File: src/rtl/pxs_pkg.sv
// Package of constants and types for the seven-to-one pixel serializer.
package pxs_pkg;
    localparam int PXS_BITS = 28;
    localparam int PXS_LANES = 4;
    localparam int PXS_SLOTS = 7;
    // Slots for which the forwarded clock stays high.
    localparam int PXS_CLK_HIGH_SLOTS = 4;
    // Capture edges of the pixel clock, counted whatever their spacing, before lanes are declared valid.
    localparam int PXS_LOCK_PERIODS = 8;
    localparam logic [2:0] PXS_SLOT_RESET = 3'h0;

    typedef enum logic [1:0] {
        PXS_OFF,
        PXS_LOCKING,
        PXS_RUN
    } pxs_mode_e;

    // Bit index of parallel input for a slot and lane.
    function automatic int pxs_bit_index(input int slot, input int lane);
        int t [0:27];
        t = '{1, 9, 20, 5, 0, 8, 19, 27, 7, 18, 26, 23, 6, 15, 25, 17,
              4, 14, 24, 16, 3, 13, 22, 11, 2, 12, 21, 10};
        return t[slot * 4 + lane];
    endfunction : pxs_bit_index
endpackage : pxs_pkg

File: src/rtl/pxs_fifo.sv
// Small flip-flop FIFO carrying captured pixel words into the slot sequencer.
`timescale 1ns/1ps
module pxs_fifo #(
    parameter int WIDTH = 28,
    parameter int DEPTH = 8
) (
    input wire logic mclk_in,
    input wire logic rst_b_in,
    input wire logic ce_in,
    input wire logic clear_in,
    input wire logic in_valid_in,
    output logic in_ready_out,
    input wire logic [WIDTH-1:0] in_data_in,
    output logic out_valid_out,
    input wire logic out_ready_in,
    output logic [WIDTH-1:0] out_data_out
);
    localparam int AW = $clog2(DEPTH);
    logic [WIDTH-1:0] mem [0:DEPTH-1];
    logic [AW-1:0] wr_ptr;
    logic [AW-1:0] rd_ptr;
    logic [AW:0] count;
    logic do_wr;
    logic do_rd;

    // Flags come straight from the occupancy count.
    assign in_ready_out = (count != (AW+1)'(DEPTH));
    assign out_valid_out = (count != '0);
    assign out_data_out = mem[rd_ptr];
    assign do_wr = in_valid_in && in_ready_out;
    assign do_rd = out_valid_out && out_ready_in;

    // Storage and pointers; a clear empties the FIFO without touching data words.
    always_ff @(posedge mclk_in) begin
        if (!rst_b_in) begin
            wr_ptr <= '0;
            rd_ptr <= '0;
            count <= '0;
        end else if (ce_in) begin
            if (clear_in) begin
                wr_ptr <= '0;
                rd_ptr <= '0;
                count <= '0;
            end else begin
                if (do_wr) begin
                    mem[wr_ptr] <= in_data_in;
                    wr_ptr <= (wr_ptr == AW'(DEPTH - 1)) ? '0 : wr_ptr + 1'b1;
                end
                if (do_rd) begin
                    rd_ptr <= (rd_ptr == AW'(DEPTH - 1)) ? '0 : rd_ptr + 1'b1;
                end
                count <= count + (AW+1)'(do_wr) - (AW+1)'(do_rd);
            end
        end
    end
endmodule : pxs_fifo

File: src/rtl/pxs_serializer.sv
// Seven-to-one pixel serializer: capture, buffering, slot sequencing and clock forwarding.
`timescale 1ns/1ps
module pxs_serializer
    import pxs_pkg::*;
#(
    parameter int FIFO_DEPTH = 8,
    parameter int LOCK_PERIODS = PXS_LOCK_PERIODS
) (
    input wire logic mclk_in,
    input wire logic rst_b_in,
    input wire logic ce_in,
    input wire logic pixel_input_clock_in,
    input wire logic capture_edge_select_in,
    input wire logic power_down_n_in,
    input wire logic [PXS_BITS-1:0] parallel_pixel_bits_in,
    output logic [PXS_LANES-1:0] serial_lane_out,
    output logic [PXS_LANES-1:0] serial_lane_oe_out,
    output logic forwarded_link_clock_out,
    output logic forwarded_link_clock_oe_out,
    output logic lane_valid_out,
    output logic overflow_out
);
    // Whole state of the block, apart from the FIFO, in one record.
    typedef struct packed {
        logic [1:0] clk_sync;
        logic [1:0] sel_sync;
        logic [1:0] pd_sync;
        logic clk_prev;
        logic [PXS_BITS-1:0] data_s1;
        logic [PXS_BITS-1:0] data_s2;
        pxs_mode_e mode;
        logic [15:0] lock_cnt;
        logic [15:0] period_cnt;
        logic [15:0] period_len;
        logic [15:0] slot_cnt;
        logic [2:0] slot;
        logic [PXS_BITS-1:0] word;
        logic word_ok;
        logic [PXS_LANES-1:0] lane;
        logic lane_oe;
        logic fclk;
        logic fclk_oe;
        logic valid;
        logic ovf;
    } pxs_state_s;

    pxs_state_s st;
    pxs_state_s next_st;

    logic cap_edge;
    logic fifo_in_ready;
    logic fifo_out_valid;
    logic fifo_pop;
    logic [PXS_BITS-1:0] fifo_data;
    logic fifo_clear;

    // Length of one slot in system clocks, from the measured pixel period.
    function automatic logic [15:0] slot_len(input logic [15:0] period);
        return (period / 16'h7 == 16'h0) ? 16'h1 : period / 16'h7;
    endfunction : slot_len

    // Lane bits for one slot, picked from a captured word.
    function automatic logic [PXS_LANES-1:0] slot_bits(input logic [PXS_BITS-1:0] w, input logic [2:0] s);
        logic [PXS_LANES-1:0] r;
        r = '0;
        for (int l = 0; l < PXS_LANES; l++) begin
            r[l] = w[pxs_bit_index(int'(s), l)];
        end
        return r;
    endfunction : slot_bits

    // Edge finding uses the second synchroniser stage against a delayed copy only.
    always_comb begin
        if (st.sel_sync[1]) begin
            cap_edge = st.clk_sync[1] && !st.clk_prev;
        end else begin
            cap_edge = !st.clk_sync[1] && st.clk_prev;
        end
    end

    // Data pins are sampled twice; the pixel clock is slow next to mclk, so the word is settled at the edge.
    assign fifo_clear = (st.mode == PXS_OFF);

    pxs_fifo #(
        .WIDTH(PXS_BITS),
        .DEPTH(FIFO_DEPTH)
    ) u_fifo (
        .mclk_in(mclk_in),
        .rst_b_in(rst_b_in),
        .ce_in(ce_in),
        .clear_in(fifo_clear),
        .in_valid_in(cap_edge && st.mode != PXS_OFF),
        .in_ready_out(fifo_in_ready),
        .in_data_in(st.data_s2),
        .out_valid_out(fifo_out_valid),
        .out_ready_in(fifo_pop),
        .out_data_out(fifo_data)
    );

    // A word is loaded at each slot-0 boundary when one is waiting.
    assign fifo_pop = (st.mode == PXS_RUN) && (st.slot == 3'h6) &&
                      (st.slot_cnt + 16'h1 >= slot_len(st.period_len));

    // Next-state logic for the whole block.
    always_comb begin
        next_st = st;
        next_st.clk_sync = {st.clk_sync[0], pixel_input_clock_in};
        next_st.sel_sync = {st.sel_sync[0], capture_edge_select_in};
        next_st.pd_sync = {st.pd_sync[0], power_down_n_in};
        next_st.clk_prev = st.clk_sync[1];
        next_st.data_s1 = parallel_pixel_bits_in;
        next_st.data_s2 = st.data_s1;

        // Pixel period is measured between capture edges so the output period follows it.
        if (cap_edge) begin
            next_st.period_len = st.period_cnt + 16'h1;
            next_st.period_cnt = 16'h0;
        end else if (st.period_cnt != 16'hffff) begin
            next_st.period_cnt = st.period_cnt + 16'h1;
        end

        // A word lost because the FIFO was full is reported, sticky until power-down.
        if (cap_edge && st.mode != PXS_OFF && !fifo_in_ready) begin
            next_st.ovf = 1'b1;
        end

        case (st.mode)
            PXS_OFF: begin
                next_st.lane_oe = 1'b0;
                next_st.fclk_oe = 1'b0;
                next_st.valid = 1'b0;
                next_st.lane = '0;
                next_st.fclk = 1'b0;
                next_st.ovf = 1'b0;
                next_st.lock_cnt = 16'h0;
                next_st.slot = PXS_SLOT_RESET;
                next_st.slot_cnt = 16'h0;
                next_st.word_ok = 1'b0;
                if (st.pd_sync[1]) begin
                    next_st.mode = PXS_LOCKING;
                end
            end
            PXS_LOCKING: begin
                // Lock is declared after LOCK_PERIODS capture edges, whatever their spacing; lanes stay invalid until then.
                next_st.lane_oe = 1'b1;
                next_st.fclk_oe = 1'b1;
                if (cap_edge) begin
                    if (st.lock_cnt + 16'h1 >= 16'(LOCK_PERIODS)) begin
                        next_st.mode = PXS_RUN;
                        next_st.slot = 3'h6;
                        next_st.slot_cnt = 16'h0;
                    end else begin
                        next_st.lock_cnt = st.lock_cnt + 16'h1;
                    end
                end
            end
            PXS_RUN: begin
                next_st.valid = st.word_ok;
                if (st.slot_cnt + 16'h1 >= slot_len(st.period_len)) begin
                    next_st.slot_cnt = 16'h0;
                    if (st.slot == 3'h6) begin
                        // Whole word swapped only at the slot-0 boundary, never mid-period.
                        next_st.slot = 3'h0;
                        if (fifo_out_valid) begin
                            next_st.word = fifo_data;
                            next_st.word_ok = 1'b1;
                        end else begin
                            next_st.word_ok = 1'b0;
                        end
                        next_st.lane = slot_bits(fifo_out_valid ? fifo_data : st.word, 3'h0);
                        next_st.fclk = 1'b1;
                    end else begin
                        next_st.slot = st.slot + 3'h1;
                        // Slots 1..6 follow the map for each lane.
                        next_st.lane = slot_bits(st.word, st.slot + 3'h1);
                        // High through slots 0..3, low through 4..6.
                        next_st.fclk = ((st.slot + 3'h1) < 3'(PXS_CLK_HIGH_SLOTS));
                    end
                end else begin
                    next_st.slot_cnt = st.slot_cnt + 16'h1;
                end
            end
            default: begin
                next_st.mode = PXS_OFF;
            end
        endcase

        // Power-down wins over everything and drops both drivers on the next edge.
        if (!st.pd_sync[1]) begin
            next_st.mode = PXS_OFF;
            next_st.fclk_oe = 1'b0;
            next_st.lane_oe = 1'b0;
            next_st.valid = 1'b0;
        end
    end

    // State register; clock enable freezes everything.
    always_ff @(posedge mclk_in) begin
        if (!rst_b_in) begin
            st <= '0;
            st.mode <= PXS_OFF;
        end else if (ce_in) begin
            st <= next_st;
        end
    end

    // Outputs taken straight from the state record.
    assign serial_lane_out = st.lane;
    assign serial_lane_oe_out = {PXS_LANES{st.lane_oe}};
    assign forwarded_link_clock_out = st.fclk;
    assign forwarded_link_clock_oe_out = st.fclk_oe;
    assign lane_valid_out = st.valid;
    assign overflow_out = st.ovf;
endmodule : pxs_serializer

File: config.mk
export PLATFORM = sky130hd
export DESIGN_NAME = pxs_serializer
export DESIGN_NICKNAME = d
export VERILOG_FILES = /design/src/rtl/pxs_pkg.sv /design/src/rtl/pxs_fifo.sv /design/src/rtl/pxs_serializer.sv
export SDC_FILE = /design/constraint.sdc
export NUM_CORES = 1
export LEC_CHECK = 0
export CAP_MARGIN = 0
export CORE_MARGIN = 2
export CORE_UTILIZATION = 60
export DETAILED_ROUTE_END_ITERATION = 6
export DONT_BUFFER_PORTS = 1
export PLACE_DENSITY_LB_ADDON = 0.2
export SYNTH_ARGS = -nofsm -noshare
export SYNTH_HDL_FRONTEND = slang
export SYNTH_SLANG_ARGS = --single-unit
File: constraint.sdc
create_clock -name mclk_in -period 11.5 [get_ports mclk_in]
set_clock_uncertainty 0.1 [all_clocks]
set_input_delay 0.575 -clock mclk_in [delete_from_list [all_inputs] [get_ports mclk_in]]
set_output_delay 0.575 -clock mclk_in [all_outputs]
set_load 0.02 [all_outputs]
==> run metrics, run 1 <==
status=complete, no violations; relative slew slack=23.15%; WP depth=39; nets=1633; Tot Pwr=between 3 and 4 mW; CTS H-tree depth=2; Ys Warns=0; Critical Path AT=9580 ps; r2r worst-path depth=39; final non-filler cell total=2035; setup TNS=0 ps; DRT Pass-1 Iters=5; gr usage total=24.17%; first-pass GRT wire length=around 65 mm; Synth Net Count=roughly 1.7k; Ports=46; Setup crit end=u_fifo.count[2]$_SDFFE_PN0P_; RR Endpoint=u_fifo.count[2]$_SDFFE_PN0P_; row count=66; top post-synthesis cells by area=edfxtp_1, dfxtp_1, mux4_2, mux2i_1, nor2b_1; WL/cell=about 20 um; final hold viol count=0; Final HPWL DP=24.44 mm; antenna violations before repair=2; Setup crit end kind=flop; fmax=0.1083 GHz; Cell Area, Synth=0.01954 sq mm; share of flip-flops with an asynchronous set or reset=0%; slew of the pin with the lowest slew margin=about 1100 ps; sequential share of the synthesized area=53.08%; Crit path required time=11840 ps; EDFF count, synth=224; filler cell count=2350; Hold Buf Count CTS=0; Yosys cell types=93; TritonCTS clock tree=done; Vias/cell=6.185; Clock Latency Late Sink=560 ps; largest net degree at the start of global routing=182; Gates resized, CTS repair=0; CP max stage cell=o22ai_1; most common cell in the synthesized netlist=edfxtp_1; flop-to-flop setup slack=about 2300 ps; GRT overflow=0; final instance area=around 0.021 sq mm; DIE WIDTH=approximately 180 um; Core ar.=0.03229 sq mm; max-slew violation total from the final report=0; Post-synth top cells=edfxtp_1, dfxtp_1, mux2i_1; placed cell count=between 1.5k and 2k; Post-DP Area=0.01976 sq mm; Synth Flop Type=edfxtp_1; RSZ-0062 raised after global routing=false; setup violators final=0; Area Overhead vs Synth=8.441%; # Post-CTS Setup Buffers=0; HP Start=rst_b_in; hold crit path type=primary input to flop; antenna viol nets, final=0; Mean Syn Cell Area=around 12 sq um; min cycle time layout=9233 ps; worst r2r src=st[72]$_SDFFE_PN0P_; final core area utilization=roughly two thirds; maxcap violations=0; cell taking the most area after synthesis=edfxtp_1; Clock transition at path regs=60 ps; worst setup path start=st[72]$_SDFFE_PN0P_; number of synthesized register bits=406; worst path buffer plus inverter count=1; port bufs=0; crit start category=flop; initial DRC count=1082; worst ir drop on vdd=160.3 uV; Cells after Synth=1608; fin crit share=about 80%; share of the synthesized area in the top cell type=34.43%; cts bufs inserted=42; Most common cell on crit path=a21o_1; number of diodes=0; CTS sink cnt=406; PwrDens=142.5 mW/mm^2; Root Buffer Master=clkbuf_16; Residual DRC=0; Die Ht=184.5 um; fraction of layout cells with a size suffix above 1=12.93%; Initial Util=60.51%; WS Path Type=flop to flop; max incr delay on CP=760 ps; Clock Path Buffers=3; leak pwr=7.480 nW; vias in the first global route=12.25k; Crit Path Max Fanout=21; die area=0.03402 sq mm; Worst path top cell family by delay=compound AO/OA/AOI/OAI gates; Final GP Congestion=0.8515; DR vias=12.59k; total wire length=around 40 mm
[logic make-up after synthesis]
group / Yosys count / synth area share, %
DFF: 406 / 53.08
buffers and inverters: 139 / 3.087
muxes: 176 / 13.55
and+or+nand+nor: 472 / 13.26
adders and majority gates: 40 / 2.600
xor gates and xnor gates: 43 / 1.966
AOI/OAI and AO/OA: 332 / 12.46
[cells in the final DEF (no fill, tap or decap), types with 8 or more instances in the layout]
master	instances
edfxtp_1	224
dfxtp_1	179
mux2i_1	103
nand2_1	93
nor2b_1	85
o21ai_0	71
mux4_2	70
nand3_1	65
nor2_1	60
a21oi_1	56
clkbuf_16	42
and3_1	40
ha_1	39
o211a_1	33
and2_1	32
xnor2_1	30
inv_1	29
buf_4	16
nand4_1	15
nor3_1	14
a21boi_0	13
xor2_1	12
o21ai_1	12
a21o_1	12
clkbuf_1	12
a211oi_1	11
o21a_1	10
o22ai_1	10
nor2_2	9
a31oi_1	9
o211ai_1	9
a31o_2	9
o31ai_1	8
a22oi_1	8
[sequential cells by signal, summed over array words and instances, names as in the netlist, named ones only]
signal,cells
u_fifo.mem,224
serial_lane_oe_out,1
next_st,32
u_fifo.rd_ptr,3
u_fifo.count,4
overflow_out,1
u_fifo.wr_ptr,3
lane_valid_out,1
st,129
forwarded_link_clock_out,1
serial_lane_out,4
[per-layer routing]
layer,share of wire (%),track usage (%),vias to the layer above
met5,0,0,-
met4,2.3,7.040,0
met3,4.8,3.893,68
met2,48,39.29,343
met1,45,33.76,6184
li1,-,-,5991
[power by group]
group / total (mW) / switching, mW / internal [mW]
logic: 0.0824 / 0.0412 / 0.0412
registers: 1.55 / 0.0146 / 1.53
clock network: 1.39 / 0.567 / 0.820
[worst min path at each step]
stage,to,cells after the start,slack (ps)
5_1_grt,st[41]$_SDFFE_PN0P_,1,30
3_3_place_gp,st[54]$_SDFFE_PN0P_,2,340
6_report,st[165]$_SDFFE_PN0P_,1,60
4_1_cts,st[91]$_SDFFE_PN0P_,1,40
3_5_place_dp,st[54]$_SDFFE_PN0P_,2,350
2_1_floorplan,st[54]$_SDFFE_PN0P_,2,330
[final cells by class]
class	instances	area (sq um)	area share, %
clock buffers	54	1096	5.173
repair buffers	16	120.1	0.5669
well taps	442	553.0	2.610
clock inverters	24	334.1	1.577
inverters	30	112.6	0.5315
flip-flops and latches	406	10380	48.99
multi-input cells	1063	8592	40.55
[worst register-to-register path, delay by kind of cell (launching register included)]
family          cells  cell delay, ps
compound gates     21            4870
xor+xnor            2             400
fa+ha+maj           5            1360
buf+inv             1              40
flops               1             720
simple gates       10            1640
[stage by stage]
stage               setup WS, ps  hold slack [ps]
finish                      2267            60.56
detailed placement          2337            354.8
global route                1584            34.83
global placement            2513            340.6
floorplan                   3448            331.9
CTS                         2283            40.42
No activity file was read; power rests on OpenSTA's default activity.
==> run 2: changes to the inputs <==
--- a/config.mk
+++ b/config.mk
@@ -7,7 +7,7 @@
 export LEC_CHECK = 0
 export CAP_MARGIN = 0
 export CORE_MARGIN = 2
-export CORE_UTILIZATION = 60
+export CORE_UTILIZATION = 58
 export DETAILED_ROUTE_END_ITERATION = 6
 export DONT_BUFFER_PORTS = 1
 export PLACE_DENSITY_LB_ADDON = 0.2
==> constraint.sdc (replaced) <==
create_clock -name mclk_in -period 8.4 [get_ports mclk_in]
set_clock_uncertainty 0.1 [all_clocks]
set_input_delay 0.42 -clock mclk_in [delete_from_list [all_inputs] [get_ports mclk_in]]
set_output_delay 0.42 -clock mclk_in [all_outputs]
set_load 0.02 [all_outputs]
==> run metrics, run 2 (synthesized netlist as in run 1, its figures left out) <==
final non-filler cell total=2156; WL/cell=20.62 um; worst ir drop on vdd=230.9 uV; post-route setup slack=26.27 ps; Core ar.=0.03336 sq mm; antenna violations before repair=1; crit start category=flop; met3 GRT Util=4.585%; Crit path required time=8750 ps; max incr delay on CP=440 ps; TritonCTS clock tree=done; setup violators final=0; leak pwr=around 8.1 nW; final core area utilization=about two thirds; port bufs=0; Initial Util=around 59%; DR vias=~13k; Die Ht=between 150 and 200 um; maxcap violations=0; dpl ws=-174.7 ps; Most common cell on crit path=a21o_1; row count=67; Clock Latency Late Sink=~560 ps; final hold viol count=0; fraction of layout cells with a size suffix above 1=a little under a fifth; die area=0.03517 sq mm; Setup crit end kind=flop; CTS sink cnt=406; number of diodes=0; placed cell count=2012; Crit Path Max Fanout=8; PwrDens=187.9 mW/mm^2; max-slew violation total from the final report=0; DIE WIDTH=187.5 um; nets=1748; Root Buffer Master=clkbuf_16; hold crit path type=primary input to flop; Clock Path Buffers=3; WS Path Type=flop to flop; CTS H-tree depth=2; vias in the first global route=12.79k; Final HPWL DP=26.58 mm; Clock transition at path regs=70 ps; Top reg by flops=u_fifo.mem; flip-flop count of the largest register after layout=224; commonest non-fill, non-tap cell in the layout=edfxtp_1; met2 Track Usage GR=40.44%; Vias/cell=6.179; fmax=0.1194 GHz; Ports=46; Tot Pwr=4.221 mW; DRT Pass-1 Iters=5; Area Overhead vs Synth=14.99%; antenna viol nets, final=0; Worst path top cell family by delay=compound AO/OA/AOI/OAI gates; gr usage total=24.97%; initial DRC count=1041; Final GP Congestion=0.8568; Residual DRC=0; RSZ-0062 raised after global routing=true; first-pass GRT wire length=69.83 mm; GRT overflow=0; CP max stage cell=fa_2; GR peak layer=met2; min cycle time layout=roughly 8400 ps; total wire length=~44 mm; most frequent cells in the layout=edfxtp_1, dfxtp_1, mux2i_1; status=complete, no violations; final hold slack=about 26 ps; cts bufs inserted=42; largest net degree at the start of global routing=167; fin crit share=99.69%; worst path buffer plus inverter count=6; slew of the pin with the lowest slew margin=between 1000 and 1500 ps; Critical Path AT=a little under 9000 ps; relative slew slack=24.45%; Global Route met1 Usage=~34%
run 2: worst reg2reg max path: cells and delay by family (launching register included):
kind	cells	cell delay, ps
AO/OA/AOI/OAI	22	4320
adder cells (fa/ha/maj)	4	1220
buffers and inverters	6	840
flip-flops	1	350
multiplexers	1	260
AND/OR/NAND/NOR	9	1180
run 2: power breakdown:
group / total [mW] / switching (mW) / internal, mW
sequential: 2.12 / 0.0199 / 2.10
clock: 1.92 / 0.768 / 1.15
combinational: 0.185 / 0.0928 / 0.0924
run 2: timing repair:
item	CTS	global route
setup buffers	6	16
setup endpoints to repair	3	31
endpoints found under the hold margin	173	0
pin swaps	12	42
hold buffers	43	0
gates cloned	0	1
resized for setup	19	26
run 2: final timing paths:
| kind | startpoint | end | slack, ps | cells after the start |
|---|---|---|---|---|
| max | st[69]$_SDFFE_PN0P_ | u_fifo.count[1]$_SDFFE_PN0P_ | 30 | 42 |
| min | ce_in | st[105]$_SDFFE_PN0P_ | 30 | 3 |
| max reg2reg | st[69]$_SDFFE_PN0P_ | u_fifo.count[1]$_SDFFE_PN0P_ | 30 | 42 |
| min reg2reg | st[54]$_SDFFE_PN0P_ | st[54]$_SDFFE_PN0P_ | 360 | 2 |
run 2: metrics by stage:
step	instance area, sq um	setup TNS [ps]
3_5_place_dp	20150	-402.6
3_3_place_gp	20150	0
6_report	22470	0
4_1_cts	22190	0
2_1_floorplan	19540	0
5_1_grt	22470	-4049
run 2: cell type report:
cell class | instances | area, sq um
Clock buffer | 62 | 1229
Clock inverter | 16 | 214.0
Fill cell | 2472 | 10900
Inverter | 30 | 112.6
Multi-Input combinational cell | 1063 | 8785
Sequential cell | 406 | 10390
Tap cell | 448 | 560.5
Timing Repair Buffer | 131 | 1177
run 2: metal layers:
layer  up-vias  part of all wire (%)
met3        88                   6.3
li1       6237                     -
met4         2                   2.8
met1      6582                    44
met5         -                 0.029
met2       413                    47
